$ cat src/inc/autoflow_pkg.sv
// Shared constants and carrier types for the serial flow-control block.
package autoflow_pkg;

  // ---------------------------------------------------------------
  // Sizes and timing
  // ---------------------------------------------------------------
  localparam int          QUEUE_DEPTH_DEFAULT = 16;
  localparam int          DATA_BITS           = 8;
  localparam int          BIT_CYCLES_DEFAULT  = 16;
  localparam int          SYNC_STAGES         = 2;
  localparam logic [4:0]  LEVEL_RESET         = 5'h00;
  localparam logic        LINE_IDLE           = 1'b1;
  localparam logic        RTS_N_RESET         = 1'b1;

  // ---------------------------------------------------------------
  // Receive trigger level selection
  // ---------------------------------------------------------------
  typedef enum logic [1:0] {
    TRIG_1  = 2'h0,
    TRIG_4  = 2'h1,
    TRIG_8  = 2'h2,
    TRIG_14 = 2'h3
  } trig_sel_e;

  localparam logic [4:0]  TRIG_BYTES_1  = 5'h01;
  localparam logic [4:0]  TRIG_BYTES_4  = 5'h04;
  localparam logic [4:0]  TRIG_BYTES_8  = 5'h08;
  localparam logic [4:0]  TRIG_BYTES_14 = 5'h0E;
  localparam logic [4:0]  LEVEL_BEFORE_16TH = 5'h0F;

  // ---------------------------------------------------------------
  // Transmitter states, one-hot
  // ---------------------------------------------------------------
  typedef enum logic [3:0] {
    TX_IDLE  = 4'h1,
    TX_START = 4'h2,
    TX_DATA  = 4'h4,
    TX_STOP  = 4'h8
  } tx_state_e;

  // ---------------------------------------------------------------
  // Carriers
  // ---------------------------------------------------------------
  typedef struct packed {
    logic [4:0] level;
    logic       empty;
    logic       full;
    logic       overrun;
  } rx_status_s;

  typedef struct packed {
    logic       auto_rts;
    logic       auto_cts;
    logic       manual_rts;
  } flow_mode_s;

endpackage

$ cat src/rtl/two_entry_buffer.sv
// Two-entry valid/ready buffer that absorbs one stall without losing a word.
module two_entry_buffer
  import autoflow_pkg::*;
#(
  parameter int WIDTH = DATA_BITS
) (
  input  wire logic             clk,
  input  wire logic             rst_n,
  input  wire logic             in_valid,
  output logic                  in_ready,
  input  wire logic [WIDTH-1:0] in_data,
  output logic                  out_valid,
  input  wire logic             out_ready,
  output logic      [WIDTH-1:0] out_data
);

  // ---------------------------------------------------------------
  // Storage: head word and overflow word
  // ---------------------------------------------------------------
  logic [WIDTH-1:0] head_reg, head_next;
  logic [WIDTH-1:0] spare_reg, spare_next;
  logic [1:0]       cnt_reg, cnt_next;
  logic             push;
  logic             pop;

  assign in_ready  = (cnt_reg != 2'h2);
  assign out_valid = (cnt_reg != 2'h0);
  assign out_data  = head_reg;
  assign push      = in_valid && in_ready;
  assign pop       = out_valid && out_ready;

  always_comb begin
    head_next  = head_reg;
    spare_next = spare_reg;
    cnt_next   = cnt_reg;
    unique case ({push, pop})
      2'b10: begin
        if (cnt_reg == 2'h0) begin
          head_next = in_data;
        end else begin
          spare_next = in_data;
        end
        cnt_next = cnt_reg + 2'h1;
      end
      2'b01: begin
        head_next = spare_reg;
        cnt_next  = cnt_reg - 2'h1;
      end
      2'b11: begin
        if (cnt_reg == 2'h1) begin
          head_next = in_data;
        end else begin
          head_next  = spare_reg;
          spare_next = in_data;
        end
      end
      2'b00: begin
      end
    endcase
  end

  always_ff @(posedge clk or negedge rst_n) begin
    if (!rst_n) begin
      head_reg  <= '0;
      spare_reg <= '0;
      cnt_reg   <= 2'h0;
    end else begin
      head_reg  <= head_next;
      spare_reg <= spare_next;
      cnt_reg   <= cnt_next;
    end
  end

endmodule

$ cat src/rtl/uart_autoflow_control.sv
// Automatic RTS/CTS flow control for one serial channel with receive queue and transmitter.
// Operation
// - Under auto-CTS no transmit byte starts unless CTS is active; a byte in flight finishes.
// - Triggers 1, 4, 8: RTS goes inactive when fill reaches the trigger.
// - Triggers 1, 4, 8: one more byte after RTS drops is still accepted.
// - Triggers 1, 4, 8: RTS returns only when reads empty the queue.
// - Trigger 14: RTS drops at first data bit of the sixteenth character.
// - Trigger 14: RTS returns once the queue has room for a byte.
// - Under auto-CTS, CTS is checked before each byte; active means start.
// - With flow control on, CTS changes raise no host interrupt event.
// - Full autoflow needs autoflow enable and the RTS control bit both set.
// - Without auto-CTS the transmitter sends regardless of CTS.
// - RTS output is active low, driven low by RTS bit, high after reset.
module uart_autoflow_control
  import autoflow_pkg::*;
#(
  parameter int QUEUE_DEPTH = QUEUE_DEPTH_DEFAULT,
  parameter int BIT_CYCLES  = BIT_CYCLES_DEFAULT
) (
  input  wire logic                 sys_clk,
  input  wire logic                 rst_n,
  input  wire logic                 autoflow_enable_bit,
  input  wire logic                 rts_bit,
  input  wire trig_sel_e            trig_sel,
  input  wire logic                 cts_n,
  output logic                      rts_n,
  output logic                      cts_delta_event,
  input  wire logic                 tx_valid,
  output logic                      tx_ready,
  input  wire logic [DATA_BITS-1:0] tx_data,
  output logic                      tx_line,
  input  wire logic                 rx_first_bit,
  input  wire logic                 rx_valid,
  input  wire logic [DATA_BITS-1:0] rx_data,
  input  wire logic                 host_read,
  output logic [DATA_BITS-1:0]      read_data,
  output logic                      read_valid,
  output rx_status_s                rx_status
);

  // ---------------------------------------------------------------
  // Reset release
  // ---------------------------------------------------------------
  logic [SYNC_STAGES-1:0] rst_sync_reg;
  logic                   rst_int_n;

  always_ff @(posedge sys_clk or negedge rst_n) begin
    if (!rst_n) begin
      rst_sync_reg <= '0;
    end else begin
      rst_sync_reg <= {rst_sync_reg[SYNC_STAGES-2:0], 1'b1};
    end
  end
  assign rst_int_n = rst_sync_reg[SYNC_STAGES-1];

  // ---------------------------------------------------------------
  // Mode decode
  // ---------------------------------------------------------------
  function automatic logic [4:0] trig_bytes(input trig_sel_e sel);
    unique case (sel)
      TRIG_1:  trig_bytes = TRIG_BYTES_1;
      TRIG_4:  trig_bytes = TRIG_BYTES_4;
      TRIG_8:  trig_bytes = TRIG_BYTES_8;
      TRIG_14: trig_bytes = TRIG_BYTES_14;
    endcase
  endfunction

  flow_mode_s mode;
  assign mode.auto_rts   = autoflow_enable_bit && rts_bit;
  assign mode.auto_cts   = autoflow_enable_bit;
  assign mode.manual_rts = rts_bit;

  // ---------------------------------------------------------------
  // Receive queue
  // ---------------------------------------------------------------
  localparam logic [4:0] DEPTH5 = 5'(QUEUE_DEPTH);
  logic [DATA_BITS-1:0] mem_reg [QUEUE_DEPTH];
  logic [3:0]           wptr_reg, wptr_next, rptr_reg, rptr_next;
  logic [4:0]           level_reg, level_next;
  logic [DATA_BITS-1:0] rdata_reg, rdata_next;
  logic                 rvalid_reg, rvalid_next, ovr_reg, ovr_next;
  logic                 full, empty, push, pop;

  assign full  = (level_reg == DEPTH5);
  assign empty = (level_reg == LEVEL_RESET);
  assign pop   = host_read && !empty;
  // Bytes are taken whatever RTS shows; only a truly full queue drops one.
  assign push  = rx_valid && (!full || pop);

  always_comb begin
    wptr_next   = wptr_reg;
    rptr_next   = rptr_reg;
    level_next  = level_reg;
    rdata_next  = rdata_reg;
    rvalid_next = pop;
    ovr_next    = rx_valid && !push;
    if (push) begin
      wptr_next = wptr_reg + 4'h1;
    end
    if (pop) begin
      rptr_next  = rptr_reg + 4'h1;
      rdata_next = mem_reg[rptr_reg];
    end
    if (push && !pop) begin
      level_next = level_reg + 5'h01;
    end else if (pop && !push) begin
      level_next = level_reg - 5'h01;
    end
  end

  always_ff @(posedge sys_clk) begin
    if (push) begin
      mem_reg[wptr_reg] <= rx_data;
    end
  end

  always_ff @(posedge sys_clk or negedge rst_int_n) begin
    if (!rst_int_n) begin
      wptr_reg   <= 4'h0;
      rptr_reg   <= 4'h0;
      level_reg  <= LEVEL_RESET;
      rdata_reg  <= '0;
      rvalid_reg <= 1'b0;
      ovr_reg    <= 1'b0;
    end else begin
      wptr_reg   <= wptr_next;
      rptr_reg   <= rptr_next;
      level_reg  <= level_next;
      rdata_reg  <= rdata_next;
      rvalid_reg <= rvalid_next;
      ovr_reg    <= ovr_next;
    end
  end

  assign read_data         = rdata_reg;
  assign read_valid        = rvalid_reg;
  assign rx_status.level   = level_reg;
  assign rx_status.empty   = empty;
  assign rx_status.full    = full;
  assign rx_status.overrun = ovr_reg;

  // ---------------------------------------------------------------
  // Auto-RTS
  // ---------------------------------------------------------------
  logic hold_reg, hold_next, rts_n_reg, rts_n_next;

  always_comb begin
    hold_next = hold_reg;
    if (trig_sel == TRIG_14) begin
      // Set wins over clear so a start bit racing a read is not lost.
      if (rx_first_bit && level_reg >= LEVEL_BEFORE_16TH) begin
        hold_next = 1'b1;
      end else if (pop || level_next < LEVEL_BEFORE_16TH) begin
        hold_next = 1'b0;
      end
    end else begin
      if (level_next >= trig_bytes(trig_sel)) begin
        hold_next = 1'b1;
      end else if (level_next == LEVEL_RESET) begin
        hold_next = 1'b0;
      end
    end
    if (!mode.manual_rts) begin
      rts_n_next = 1'b1;
    end else if (mode.auto_rts) begin
      rts_n_next = hold_next;
    end else begin
      rts_n_next = 1'b0;
    end
  end

  always_ff @(posedge sys_clk or negedge rst_int_n) begin
    if (!rst_int_n) begin
      hold_reg  <= 1'b0;
      rts_n_reg <= RTS_N_RESET;
    end else begin
      hold_reg  <= hold_next;
      rts_n_reg <= rts_n_next;
    end
  end
  assign rts_n = rts_n_reg;

  // ---------------------------------------------------------------
  // CTS change event for the modem status path
  // ---------------------------------------------------------------
  logic cts_prev_reg, delta_reg, delta_next;

  always_comb begin
    delta_next = (cts_n != cts_prev_reg) && !mode.auto_cts;
  end

  always_ff @(posedge sys_clk or negedge rst_int_n) begin
    if (!rst_int_n) begin
      cts_prev_reg <= 1'b1;
      delta_reg    <= 1'b0;
    end else begin
      cts_prev_reg <= cts_n;
      delta_reg    <= delta_next;
    end
  end
  assign cts_delta_event = delta_reg;

  // ---------------------------------------------------------------
  // Transmit buffer and serializer
  // ---------------------------------------------------------------
  logic                 buf_valid, buf_ready, cts_ok;
  logic [DATA_BITS-1:0] buf_data;

  two_entry_buffer #(.WIDTH(DATA_BITS)) u_buf (
    .clk       (sys_clk),
    .rst_n     (rst_int_n),
    .in_valid  (tx_valid),
    .in_ready  (tx_ready),
    .in_data   (tx_data),
    .out_valid (buf_valid),
    .out_ready (buf_ready),
    .out_data  (buf_data)
  );

  localparam logic [15:0] BIT_LAST = 16'(BIT_CYCLES - 1);
  tx_state_e            st_reg, st_next;
  logic [15:0]          cnt_reg, cnt_next;
  logic [2:0]           bitn_reg, bitn_next;
  logic [DATA_BITS-1:0] sh_reg, sh_next;
  logic                 line_reg, line_next, bit_end;

  // CTS is looked at only in idle, i.e. after the stop bit, so a release
  // before mid stop bit always stops the next byte.
  assign cts_ok    = !mode.auto_cts || !cts_n;
  assign buf_ready = (st_reg == TX_IDLE) && cts_ok;
  assign bit_end   = (cnt_reg == BIT_LAST);

  always_comb begin
    st_next   = st_reg;
    cnt_next  = bit_end ? 16'h0000 : cnt_reg + 16'h0001;
    bitn_next = bitn_reg;
    sh_next   = sh_reg;
    line_next = line_reg;
    unique case (st_reg)
      TX_IDLE: begin
        cnt_next  = 16'h0000;
        line_next = LINE_IDLE;
        if (buf_valid && buf_ready) begin
          st_next   = TX_START;
          sh_next   = buf_data;
          line_next = 1'b0;
        end
      end
      TX_START: begin
        if (bit_end) begin
          st_next   = TX_DATA;
          bitn_next = 3'h0;
          line_next = sh_reg[0];
        end
      end
      TX_DATA: begin
        if (bit_end) begin
          sh_next   = sh_reg >> 1;
          bitn_next = bitn_reg + 3'h1;
          if (bitn_reg == 3'h7) begin
            st_next   = TX_STOP;
            line_next = LINE_IDLE;
          end else begin
            line_next = sh_reg[1];
          end
        end
      end
      TX_STOP: begin
        if (bit_end) begin
          st_next = TX_IDLE;
        end
      end
      default: begin
        st_next   = TX_IDLE;
        line_next = LINE_IDLE;
      end
    endcase
  end

  always_ff @(posedge sys_clk or negedge rst_int_n) begin
    if (!rst_int_n) begin
      st_reg   <= TX_IDLE;
      cnt_reg  <= 16'h0000;
      bitn_reg <= 3'h0;
      sh_reg   <= '0;
      line_reg <= LINE_IDLE;
    end else begin
      st_reg   <= st_next;
      cnt_reg  <= cnt_next;
      bitn_reg <= bitn_next;
      sh_reg   <= sh_next;
      line_reg <= line_next;
    end
  end
  assign tx_line = line_reg;
endmodule

$ cat config.mk
export PLATFORM = sky130hd
export DESIGN_NAME = uart_autoflow_control
export DESIGN_NICKNAME = d
export VERILOG_FILES = /design/src/inc/autoflow_pkg.sv /design/src/rtl/two_entry_buffer.sv /design/src/rtl/uart_autoflow_control.sv
export SDC_FILE = /design/constraint.sdc
export NUM_CORES = 1
export LEC_CHECK = 0
export ABC_AREA = 1
export BUFFER_PORTS_ARGS = -buffer_cell sky130_fd_sc_hd__buf_4
export CELL_PAD_IN_SITES_DETAIL_PLACEMENT = 0
export CELL_PAD_IN_SITES_GLOBAL_PLACEMENT = 1
export CORE_MARGIN = 1.5
export CORE_UTILIZATION = 31
export DETAILED_ROUTE_END_ITERATION = 12
export PLACE_DENSITY_LB_ADDON = 0.1
export SYNTH_ARGS = -nofsm -noshare
export SYNTH_HDL_FRONTEND = slang
export SYNTH_SLANG_ARGS = --single-unit
$ cat constraint.sdc
create_clock -name sys_clk -period 5.5 [get_ports sys_clk]
set_clock_uncertainty 0.1 [all_clocks]
set_input_delay 1.65 -clock sys_clk [delete_from_list [all_inputs] [get_ports sys_clk]]
set_output_delay 1.65 -clock sys_clk [all_outputs]
set_load 0.03 [all_outputs]
## Word-level counts from Yosys, hierarchy flattened

Memories as Yosys holds them, arrays and structs flattened. A register that Yosys moved wholly into a read port is not among the register bits.
Index checks and enable logic that the tools add are counted.

| word-level totals | value |
|---|---|
| register bits | 71 |
| memory bits (writable) | 128 |
| input bits | 27 |
| output and inout bits | 21 |
| logic and storage cells | 131 |
| memories kept | 1 |

Memories:

| memory | words | bits a word | rd ports | clocked after Yosys merged registers in | wr ports | line | RTL |
|---|---|---|---|---|---|---|---|
| mem_reg | 16 | 8 | 1 | 1 | 1 | uart_autoflow_control.sv:77 | `logic [DATA_BITS-1:0] mem_reg [QUEUE_DEPTH];` |

| operators by class | value |
|---|---|
| add/subtract/negate cells | 8 |
| magnitude comparators | 3 |
| eq/ne operators | 24 |
| multiplexer cells | 39 |
| bitwise gates (word level) | 1 |
| reduce and logical (&&, ||, !) cells | 37 |

Operators with widths:

| kind | number |
|---|---|
| two-way mux 8 bit | 6 |
| two-way mux 16 bit | 2 |
| one-hot mux 8 bit (2 select lines) | 2 |
| one-hot mux 8 bit (3 select lines) | 1 |
| two-way mux 4 bit | 5 |
| adder 16 x 1 -> 16 bit (second input constant) | 1 |
| == test 16 x 4 -> 1 bit (second input constant) | 1 |
| one-hot mux 4 bit (4 select lines) | 1 |
| two-way mux 5 bit | 3 |
| one-hot mux 5 bit (3 select lines) | 1 |
| != test 2 bit (second input constant) | 7 |
| two-way mux 1 bit | 13 |
| AND reduction 3 bit | 4 |
| logical AND 1 bit | 11 |
| logical NOT 5 bit | 2 |
| nonzero test 2 bit | 5 |
| adder 4 x 1 -> 4 bit (second input constant) | 2 |
| == test 2 bit (second input constant) | 4 |
| logical NOT 1 bit | 7 |
| == test 2 x 1 -> 1 bit (second input constant) | 3 |
| two-way mux 3 bit | 2 |
| one-hot mux 3 bit (2 select lines) | 1 |
| adder 5 x 1 -> 5 bit (second input constant) | 1 |
| == test 5 bit (second input constant) | 1 |
| 22 further kinds | 26 |

## Depth between registers and ports, before layout

Gate-level depths: netlist of the first run.

| logic depth | value |
|---|---|
| depth in word-level cells | 16 |
| depth in mapped cells | 19 |
| mapped depth without buffers | 19 |

## Cells and area by module

From an unflattened synthesis of the first run, not the netlist that was laid out.

| second synthesis, totals | value |
|---|---|
| cell total of the unflattened synthesis | 884 |
| area, all modules | 9399.0 µm² |

Modules (own cells, without submodules):

| module | times used | cells an instance | area an instance (µm²) | sequential area each (µm²) |
|---|---|---|---|---|
| uart_autoflow_control | 1 | 742 | 8341.8 | 5375.2 |
| two_entry_buffer | 1 | 142 | 1057.3 | 450.4 |

## Least setup slack after synthesis of the first run

No wires, ideal clock.

| timing | value |
|---|---|
| path kind | input to register |
| start | input rx_valid |
| end | register hold_reg |
| setup time | 0.113 ns |
| arrival time | 3.078 ns |
| setup slack | 2.209 ns |
| stages on the path | 17 |
| path buffers | 1 |
| path through | buf_2 nor2_2 nand2_2 nand2_1 nand2_1 nand2_1 nand2_2 inv_1 ha_1 nor2_1 nand3_1 nand2_1 nand2_1 nand2_1 nand3_1 nand2_1 inv_1 |

| on the way | value |
|---|---|
| longest elaborated chain between the ends | 10 |

RTL lines:

| item | line | RTL |
|---|---|---|
| start, declared | uart_autoflow_control.sv:33 | `input wire logic rx_valid,` |
| logical AND 1 bit * | uart_autoflow_control.sv:88 | `assign push = rx_valid && (!full \|\| pop);` |
| logical NOT 1 bit | uart_autoflow_control.sv:106 | `end else if (pop && !push) begin` |
| logical AND 1 bit | uart_autoflow_control.sv:106 |  |
| two-way mux 5 bit | uart_autoflow_control.sv:106 |  |
| two-way mux 5 bit * | uart_autoflow_control.sv:104 | `if (push && !pop) begin` |
| net level_next[0] | uart_autoflow_control.sv:79 | `logic [4:0] level_reg, level_next;` |
| less-than comparator 5 x 4 -> 1 bit | uart_autoflow_control.sv:153 | `end else if (pop \|\| level_next < LEVEL_BEFORE_16TH) begin` |
| logical OR 1 bit | uart_autoflow_control.sv:153 |  |
| two-way mux 1 bit | uart_autoflow_control.sv:153 |  |
| two-way mux 1 bit | uart_autoflow_control.sv:151 | `if (rx_first_bit && level_reg >= LEVEL_BEFORE_16TH) begin` |
| two-way mux 1 bit * | uart_autoflow_control.sv:149 | `if (trig_sel == TRIG_14) begin` |
| net hold_next | uart_autoflow_control.sv:145 | `logic hold_reg, hold_next, rts_n_reg, rts_n_next;` |
| end signal, assigned | uart_autoflow_control.sv:177 | `hold_reg <= hold_next;` |
| end, declared | uart_autoflow_control.sv:145 |  |

Mark *: on every way through the listed nets, which the timed path passes. The rest lies on a longest branch.
A chain may end at the register's enable or synchronous reset.

==> impl_metrics.json, run 1 <==
{
  "syn_nets": 886,
  "p_leak_nw": 4.22,
  "fin_tns_setup_ns": 0,
  "h-tree-depth": 1,
  "cp.arrival_ns": 2.05,
  "post_cts_buffers": 0,
  "maxCapViolations": 0,
  "fillers": 2804,
  "syn_avg_cell_area_um2": 11.0,
  "syn_area_mm2": 0.00918,
  "synth_edf_count": 128,
  "diodes": 0,
  "syn2layout_area_growth_pct": 16.8,
  "p_per_area_mw_per_mm2": 541,
  "path_delay_family": "buffers and inverters",
  "cp.depth": 5,
  "drt_wl_total_mm": 22.1,
  "grt_pass1_wl_mm": 35.4,
  "core_mm2": 0.0289,
  "num_rows": 62,
  "grt_pass1_vias": 6262,
  "first_iter_violations": 495,
  "synth_area_leader_cell": "edfxtp_1",
  "hp-class": "flip-flop to async pin",
  "seqCellArea_mm2": 0.00583,
  "grt_util_all_layers_pct": 14.9,
  "insertion_delay_ns": 0.52,
  "grt_overflow": 0,
  "peakVddDrop_mv": 0.205,
  "initial_core_util_pct": 31.7,
  "status": "finished clean",
  "die_area_mm2": 0.0307,
  "cts_tree": "built",
  "drc_errors": 0,
  "critPathKind": "flip-flop to output port",
  "largest_reg_flops": 128,
  "synth-xor-area-share_pct": 1.34,
  "synth_top_area_share_pct": 41.9,
  "place_hpwl_mm": 14.3,
  "synth_seq_area_share_pct": 63.5,
  "crit_chain": "inv_1, ha_1, nand3_2, inv_1, buf_4",
  "crit_buf_inv": 3,
  "ys_async_sr_fraction_pct": 38.2,
  "multi_input_area_mm2": 0.00285,
  "critPathSlowestCell": "dfrtp_1",
  "drv_slew": 0,
  "cts_made_buffers": 25,
  "setup_viol": 0,
  "grt_max_degree": 67,
  "die_height_um": 175,
  "synth_fa_ha_area_share_pct": 3.13,
  "fmaxAchievable_mhz": 264,
  "reg2reg_depth": 9,
  "final_common_cell": "edfxtp_1",
  "io_buffers": 47,
  "synth_top_family_by_area": "simple AND/OR/NAND/NOR gates",
  "yosysUniqueCellTypes": 40,
  "clkTransAtPathRegs_ns": 0.06,
  "synthCells": 836,
  "viasPerCell": 4.83,
  "cp-start-kind": "flip-flop",
  "clk_path_buf_depth": 3,
  "place_congestion": 0.786,
  "finalHoldViolCount": 0,
  "io_pins": 48,
  "synthFlopType": "edfxtp_1",
  "synth-simple-area-share_pct": 14.2,
  "hold_buffers": 0,
  "worst_pin_slew_ns": 1.07,
  "critPathMostFrequentCell": "inv_1",
  "critPathRequiredTime_ns": 3.75,
  "post-route-util_pct": 37.1,
  "clock-sinks": 207,
  "period_needed_ns": 3.80,
  "synth_compound_area_share_pct": 11.5,
  "cts_root_buffer": "clkbuf_16",
  "yosysWarningCount": 0,
  "slew_headroom_pct": 28.4,
  "end_kind": "output port",
  "detail-route-antenna-nets": 0,
  "max_stage_delay_ns": 0.45,
  "ys_seq_elements": 207,
  "cp_max_fo": 8,
  "layout_common_cells": "edfxtp_1, nor2_1, nand2_1",
  "drt-wirelength-per-cell_um": 17.2,
  "antenna_found_initial": 0,
  "period_share_pct": 69.0,
  "post_cts_resized": 0,
  "rsz0062_at_grt": "false",
  "synthTopCellsByArea": "edfxtp_1, dfrtp_1, o21ai_0, nor2_1, nand2_1",
  "layout-drive-gt1-share_pct": 14.3,
  "dr_total_vias": 6207,
  "dieWidth_um": 175,
  "nNetsFinal": 932,
  "firstDrtPassIters": 5,
  "synth_mux_area_share_pct": 0.859
}
[layout make-up]
type                       count  area share [%]
timing repair buffer          53            3.71
tap                          384            4.48
clock inverter                17            1.66
inverter                      91            3.18
clock buffer                  29            6.07
multi-input combinational    504            26.5
sequential                   207            54.4
[path summary, 6_finish.rpt]
kind                                      startpoint                        endpoint  slack, ns
min in group sys_clk       rst_sync_reg[0]$_DFF_PN0_       rst_sync_reg[1]$_DFF_PN0_       0.26
hold / removal             rst_sync_reg[1]$_DFF_PN0_  u_buf.spare_reg[7]$_DFFE_PN0P_       0.16
max in group asynchronous  rst_sync_reg[1]$_DFF_PN0_         rptr_reg[0]$_DFFE_PN0P_       4.04
setup reg to reg              level_reg[0]$_DFF_PN0_        mem_reg[15][3]$_DFFE_PP_       2.52
hold reg to reg            rst_sync_reg[1]$_DFF_PN0_  u_buf.spare_reg[7]$_DFFE_PN0P_       0.16
setup / recovery              level_reg[0]$_DFF_PN0_                    rx_status[1]       1.70
[report_power, final]
group | total (W) | internal [W] | switching [W]
logic | 0.00198 | 0.000642 | 0.00133
registers | 0.00219 | 0.00197 | 0.000216
clock network | 0.00164 | 0.000994 | 0.000649
total | 0.00580 | 0.00361 | 0.00220
[per-layer routing]
layer  routed length, um  vias up  GRT usage (%)
li1                    -     3010              -
met1               10100     3036           20.0
met2               10700      134           25.2
met3                 961       27           2.24
met4                 342        0           3.53
met5                   0        -              0
[logic make-up (layout without fill, tap and decap cells)]
logic type / count (synthesis) / count (layout)
flops: 207 / 207
xor+xnor: 14 / 14
buf+inv: 125 / 190
fa+ha+maj: 23 / 23
simple gates: 287 / 287
compound gates: 172 / 172
other cells: 1 / 1
mux: 7 / 7
[through the flow]
stage	hold slack [ns]	power (W)	instance area (um2)	cells	setup slack [ns]
6_report	0.158	0.00580	10700	1285	1.70
5_1_grt	0.198	0.00621	10700	1285	1.58
4_1_cts	0.174	0.00589	10700	1285	1.69
3_5_place_dp	0.169	0.00422	9900	1239	1.78
3_3_place_gp	0.166	0.00419	9900	1239	1.89
2_1_floorplan	0.231	0.00358	9180	836	2.21
[synthesized netlist by cell type, drive strengths merged (5+ instances only)]
library cell,instances
a21oi,8
o22ai,18
dfrtp,75
nor3b,5
nor3,12
o21ai,94
nand4,13
inv,89
buf,14
nand3,29
nand2,101
o211ai,17
edfxtp,128
a31oi,9
o221ai,23
clkbuf,20
mux2,7
xor2,10
nor2,124
ha,23
(Power assumes the default switching activity.)
==> inputs of run 2 (changes only) <==
Settings changed: ABC_AREA 1 to 0.
Clock period 5.5 ns to 3.13 ns, I/O delays scaled along.
==> impl_metrics.json, run 2 <==
{
  "io_buffers": 47,
  "dp.cells": 1042,
  "synth_area_leader_cell": "edfxtp_1",
  "final_common_cell": "edfxtp_1",
  "antenna_found_initial": 0,
  "cts_root_buffer": "clkbuf_16",
  "critPathKind": "flip-flop to output port",
  "first_iter_violations": 358,
  "clkTransAtPathRegs_ns": 0.06,
  "postLayoutSetupSlackWorst_ns": 0.0760,
  "max_stage_delay_ns": 0.50,
  "p_comb_share_pct": 32.2,
  "ys_top_cells_by_count": "edfxtp_1, dfrtp_1, nand2_1, nor2_1, mux4_2",
  "syn_area_mm2": 0.00894,
  "yosysUniqueCellTypes": 67,
  "cp-start-kind": "flip-flop",
  "diodes": 0,
  "syn_nets": 655,
  "layout_common_cells": "edfxtp_1, buf_4, dfrtp_1",
  "ys_seq_elements": 207,
  "grt_util_all_layers_pct": 12.8,
  "drt-wirelength-per-cell_um": 17.1,
  "clock-sinks": 207,
  "slew_headroom_pct": 57.3,
  "die_height_um": 173,
  "grt_pass1_wl_mm": 30.3,
  "total_power_w": 0.00966,
  "end_kind": "output port",
  "hp-class": "primary input to async pin",
  "drc_errors": 0,
  "insertion_delay_ns": 0.52,
  "synthTopCellsByArea": "edfxtp_1, dfrtp_1, mux4_2, ha_1, nand2_1",
  "drt_wl_total_mm": 18.6,
  "firstDrtPassIters": 4,
  "synth_top_area_share_pct": 43.0,
  "dr_total_vias": 5014,
  "worst_pin_slew_ns": 0.640,
  "place_congestion": 0.767,
  "h-tree-depth": 1,
  "die_area_mm2": 0.0299,
  "drv_slew": 0,
  "grt_max_degree": 46,
  "place_ws_ns": -0.00610,
  "cp_max_fo": 5,
  "viasPerCell": 4.62,
  "p_leak_nw": 4.06,
  "hold_buffers": 0,
  "status": "finished clean",
  "yosysWarningCount": 0,
  "initial_core_util_pct": 31.3,
  "grt_overflow": 0,
  "p_per_area_mw_per_mm2": 902,
  "core_mm2": 0.0285,
  "fillers": 2775,
  "fin_tns_setup_ns": 0,
  "p_seq_share_pct": 39.5,
  "fin_cells": 1085,
  "period_needed_ns": 3.05,
  "detail-route-antenna-nets": 0,
  "nNetsFinal": 734,
  "cp.arrival_ns": 2.02,
  "post-route-util_pct": 37.5,
  "synth_most_common_cell": "edfxtp_1",
  "maxCapViolations": 0,
  "io_pins": 48,
  "p_sw_w": 0.00312,
  "clock_power_share_pct": 28.3,
  "switching_share_pct": 32.3,
  "fmaxAchievable_mhz": 327,
  "synthCells": 605,
  "peakVddDrop_mv": 0.331,
  "intPower_w": 0.00654,
  "synthFlopType": "edfxtp_1",
  "grt_pass1_vias": 5378,
  "largest_reg_flops": 128,
  "critPathSlowestCell": "or4b_4",
  "place_hpwl_mm": 12.8,
  "dieWidth_um": 173,
  "synth_edf_count": 128,
  "period_share_pct": 97.6,
  "setup_viol": 0,
  "crit_chain": "inv_1, ha_2, or4b_4, clkinv_2, buf_4",
  "layout-drive-gt1-share_pct": 27.0,
  "cts_tree": "built",
  "critPathRequiredTime_ns": 2.09,
  "finalHoldViolCount": 0,
  "syn_avg_cell_area_um2": 14.8,
  "clk_path_buf_depth": 3,
  "synth_seq_area_share_pct": 65.1,
  "num_rows": 62,
  "cts_made_buffers": 24,
  "syn2layout_area_growth_pct": 19.8,
  "ys_async_sr_fraction_pct": 38.2
}
[run 2: cell types whose count changed in the layout (fill, tap and decap cells not counted), moves of 26 or more]
cell / before / now
inv_1: 88 / 26
nor2_1: 121 / 49
mux4_2: 0 / 40
o21ai_0: 92 / 14
buf_4: 53 / 79
nand2_1: 95 / 67
[run 2: path summary, 6_finish.rpt]
path / start / endpoint / slack, ns / cells past startpoint
min reg2reg: rst_sync_reg[1]$_DFF_PN0_ / u_buf.spare_reg[2]$_DFFE_PN0P_ / 0.25 / 0
min: rst_n / rst_sync_reg[0]$_DFF_PN0_ / 0.09 / 1
max reg2reg: level_reg[0]$_DFF_PN0_ / hold_reg$_DFF_PN0_ / 0.14 / 10
max: level_reg[0]$_DFF_PN0_ / rx_status[2] / 0.08 / 5
min in group sys_clk: rst_sync_reg[0]$_DFF_PN0_ / rst_sync_reg[1]$_DFF_PN0_ / 0.26 / 0
max in group asynchronous: rst_sync_reg[1]$_DFF_PN0_ / cts_prev_reg$_DFF_PN1_ / 1.91 / 1
[run 2: power groups by stage]
stage | clock network, W | registers, W | logic (W)
after global routing | 0.00295 | 0.00389 | 0.00346
final | 0.00274 | 0.00381 | 0.00311
after CTS | 0.00282 | 0.00382 | 0.00315
after detailed placement | 0 | 0.00387 | 0.00314
after floorplan | 0 | 0.00389 | 0.00209
after global placement | 0 | 0.00386 | 0.00311
[run 2: per-layer routing]
layer  global-route usage, %  vias up  wire length, um
li1                        -     2395                -
met1                    17.5     2523             8700
met2                    21.2       63             8910
met3                    1.87       33              430
met4                    3.70        0              515
met5                       0        -                0
[run 2: critical path, delay by kind of cell (launching register included)]
kind / cells / cell delay (ns)
and+or+nand+nor: 1 / 0.50
adders and majority gates: 1 / 0.24
DFF: 1 / 0.38
buffers and inverters: 3 / 0.38
[run 2: what timing repair did]
item,in CTS,in global routing
buffers inserted,0,0
gates resized for setup,0,4
setup endpoints to repair,0,4
[run 2: through the flow]
step / instance area [um2] / hold slack, ns
2_1_floorplan: 8940 / 0.231
3_3_place_gp: 9910 / 0.238
3_5_place_dp: 9910 / 0.243
4_1_cts: 10700 / 0.0682
5_1_grt: 10700 / 0.0676
6_report: 10700 / 0.0873
[run 2: final cells by class]
type / count / area (um2) / area share, %
multi-input combinational: 344 / 2920 / 27.2
inverter: 27 / 103 / 0.958
timing repair buffer: 80 / 613 / 5.72
clock inverter: 16 / 159 / 1.48
sequential: 207 / 5830 / 54.4
clock buffer: 27 / 612 / 5.71
tap: 384 / 480 / 4.48
[run 2: cell families after synthesis]
| group | Yosys count | share of synthesized area, % |
|---|---|---|
| and+or+nand+nor | 175 | 9.34 |
| adders and majority gates | 23 | 3.22 |
| muxes | 55 | 11.9 |
| buffers and inverters | 54 | 2.60 |
| other | 1 | 0.0419 |
| xor gates and xnor gates | 25 | 2.45 |
| DFF | 207 | 65.1 |
| AOI/OAI and AO/OA | 65 | 5.36 |
==> inputs of run 3 (changes only) <==
Settings changed: REMOVE_ABC_BUFFERS set to 1.
==> impl_metrics.json, run 3 (synthesis results as in run 2) <==
{
  "place_congestion": 0.777,
  "syn2layout_area_growth_pct": 19.0,
  "place_hpwl_mm": 12.3,
  "drt-wirelength-per-cell_um": 16.8,
  "rsz0062_at_grt": "false",
  "place_ws_ns": 0.00485,
  "grt_overflow": 0,
  "cts_root_buffer": "clkbuf_16",
  "fmaxAchievable_mhz": 334,
  "dieWidth_um": 173,
  "cp_max_fo": 5,
  "period_share_pct": 95.6,
  "grt_pass1_vias": 5254,
  "grt_max_degree": 78,
  "postLayoutSetupSlackWorst_ns": 0.138,
  "worst_pin_slew_ns": 0.730,
  "grt_util_all_layers_pct": 12.6,
  "layout-drive-gt1-share_pct": 26.4,
  "num_rows": 62,
  "h-tree-depth": 1,
  "drt_wl_total_mm": 18.2,
  "viasPerCell": 4.61,
  "diodes": 0,
  "end_kind": "output port",
  "layout_common_cells": "edfxtp_1, buf_4, dfrtp_1",
  "critPathKind": "flip-flop to output port",
  "io_pins": 48,
  "final_common_cell": "edfxtp_1",
  "finalHoldViolCount": 0,
  "critPathRequiredTime_ns": 2.09,
  "peakVddDrop_mv": 0.381,
  "period_needed_ns": 2.99,
  "insertion_delay_ns": 0.51,
  "fin_tns_setup_ns": 0,
  "cts_tree": "built",
  "dr_total_vias": 5006,
  "detail-route-antenna-nets": 0,
  "post_cts_buffers": 0,
  "hp-class": "primary input to async pin",
  "setup_viol": 0,
  "worstSetupStartpoint": "level_reg[1]$_DFF_PN0_",
  "p_per_area_mw_per_mm2": 881,
  "antenna_found_initial": 0,
  "firstDrtPassIters": 4,
  "cp.arrival_ns": 1.95,
  "nNetsFinal": 733,
  "cp-start-kind": "flip-flop",
  "drc_errors": 0,
  "core_mm2": 0.0285,
  "grt_pass1_wl_mm": 29.9,
  "first_iter_violations": 228,
  "initial_core_util_pct": 31.3,
  "drv_slew": 0,
  "post-route-util_pct": 37.3,
  "slew_headroom_pct": 51.4,
  "clkTransAtPathRegs_ns": 0.06,
  "hold_buffers": 0,
  "p_leak_nw": 4.03,
  "clock-sinks": 207,
  "maxCapViolations": 0,
  "largest_reg_flops": 128,
  "io_buffers": 47,
  "die_area_mm2": 0.0299,
  "clk_path_buf_depth": 3,
  "die_height_um": 173,
  "cts_made_buffers": 24,
  "post_cts_resized": 0,
  "rr_startpoint": "level_reg[1]$_DFF_PN0_",
  "status": "finished clean"
}
==> run 3: changes by cell type in the layout (fill, tap and decap cells not counted), sizes merged <==
cell / before / now
buf: 80 / 79
clkbuf: 27 / 35
clkinvlp: 1 / 0
clkinv: 13 / 10
bufinv: 3 / 0
==> run 3: cell type report <==
cell class	count	area, um2
Inverter	27	103
Multi-Input combinational cell	344	2910
Tap cell	384	480
Clock inverter	9	50.0
Fill cell	2730	17900
Clock buffer	35	652
Sequential cell	207	5830
Timing Repair Buffer	79	618
==> run 3: power breakdown <==
part           internal [W]  total [W]  switching, W
Clock               0.00144    0.00249       0.00104
Combinational       0.00143    0.00305       0.00161
Sequential          0.00345    0.00384      0.000393
==> run 3: stage by stage <==
step / instances / hold slack, ns / total power [W] / instance area, um2
detailed placement: 1041 / 0.246 / 0.00699 / 9920
CTS: 1085 / 0.0680 / 0.00953 / 10600
floorplan: 578 / 0.231 / 0.00590 / 8810
global placement: 1041 / 0.237 / 0.00695 / 9920
finish: 1085 / 0.0956 / 0.00938 / 10600
global route: 1085 / 0.0695 / 0.0100 / 10600
==> run 3: final timing paths <==
kind | end | slack (ns) | cells after the start
max in group asynchronous | rts_n$_DFF_PN1_ | 2.31 | 1
worst max-delay path | rx_status[2] | 0.14 | 5
min in group sys_clk | rst_sync_reg[1]$_DFF_PN0_ | 0.26 | 0
worst max register to register | hold_reg$_DFF_PN0_ | 0.18 | 10
worst min register to register | u_buf.spare_reg[3]$_DFFE_PN0P_ | 0.24 | 1
worst min-delay path | rst_sync_reg[0]$_DFF_PN0_ | 0.1 | 1
==> run 3: worst max-delay path: stages, from the launching register on <==
cell and delay (ns):
dfrtp_1 0.38, inv_1 0.09, ha_2 0.22, or4b_4 0.51
clkinv_2 0.10, buf_4 0.16
==> run 3: metal layers <==
metal | track usage, % | part of all wire (%)
met1 | 17.4 | 47
met2 | 20.7 | 48
met3 | 2.24 | 2.9
met4 | 3.19 | 2.0
met5 | 0 | 0
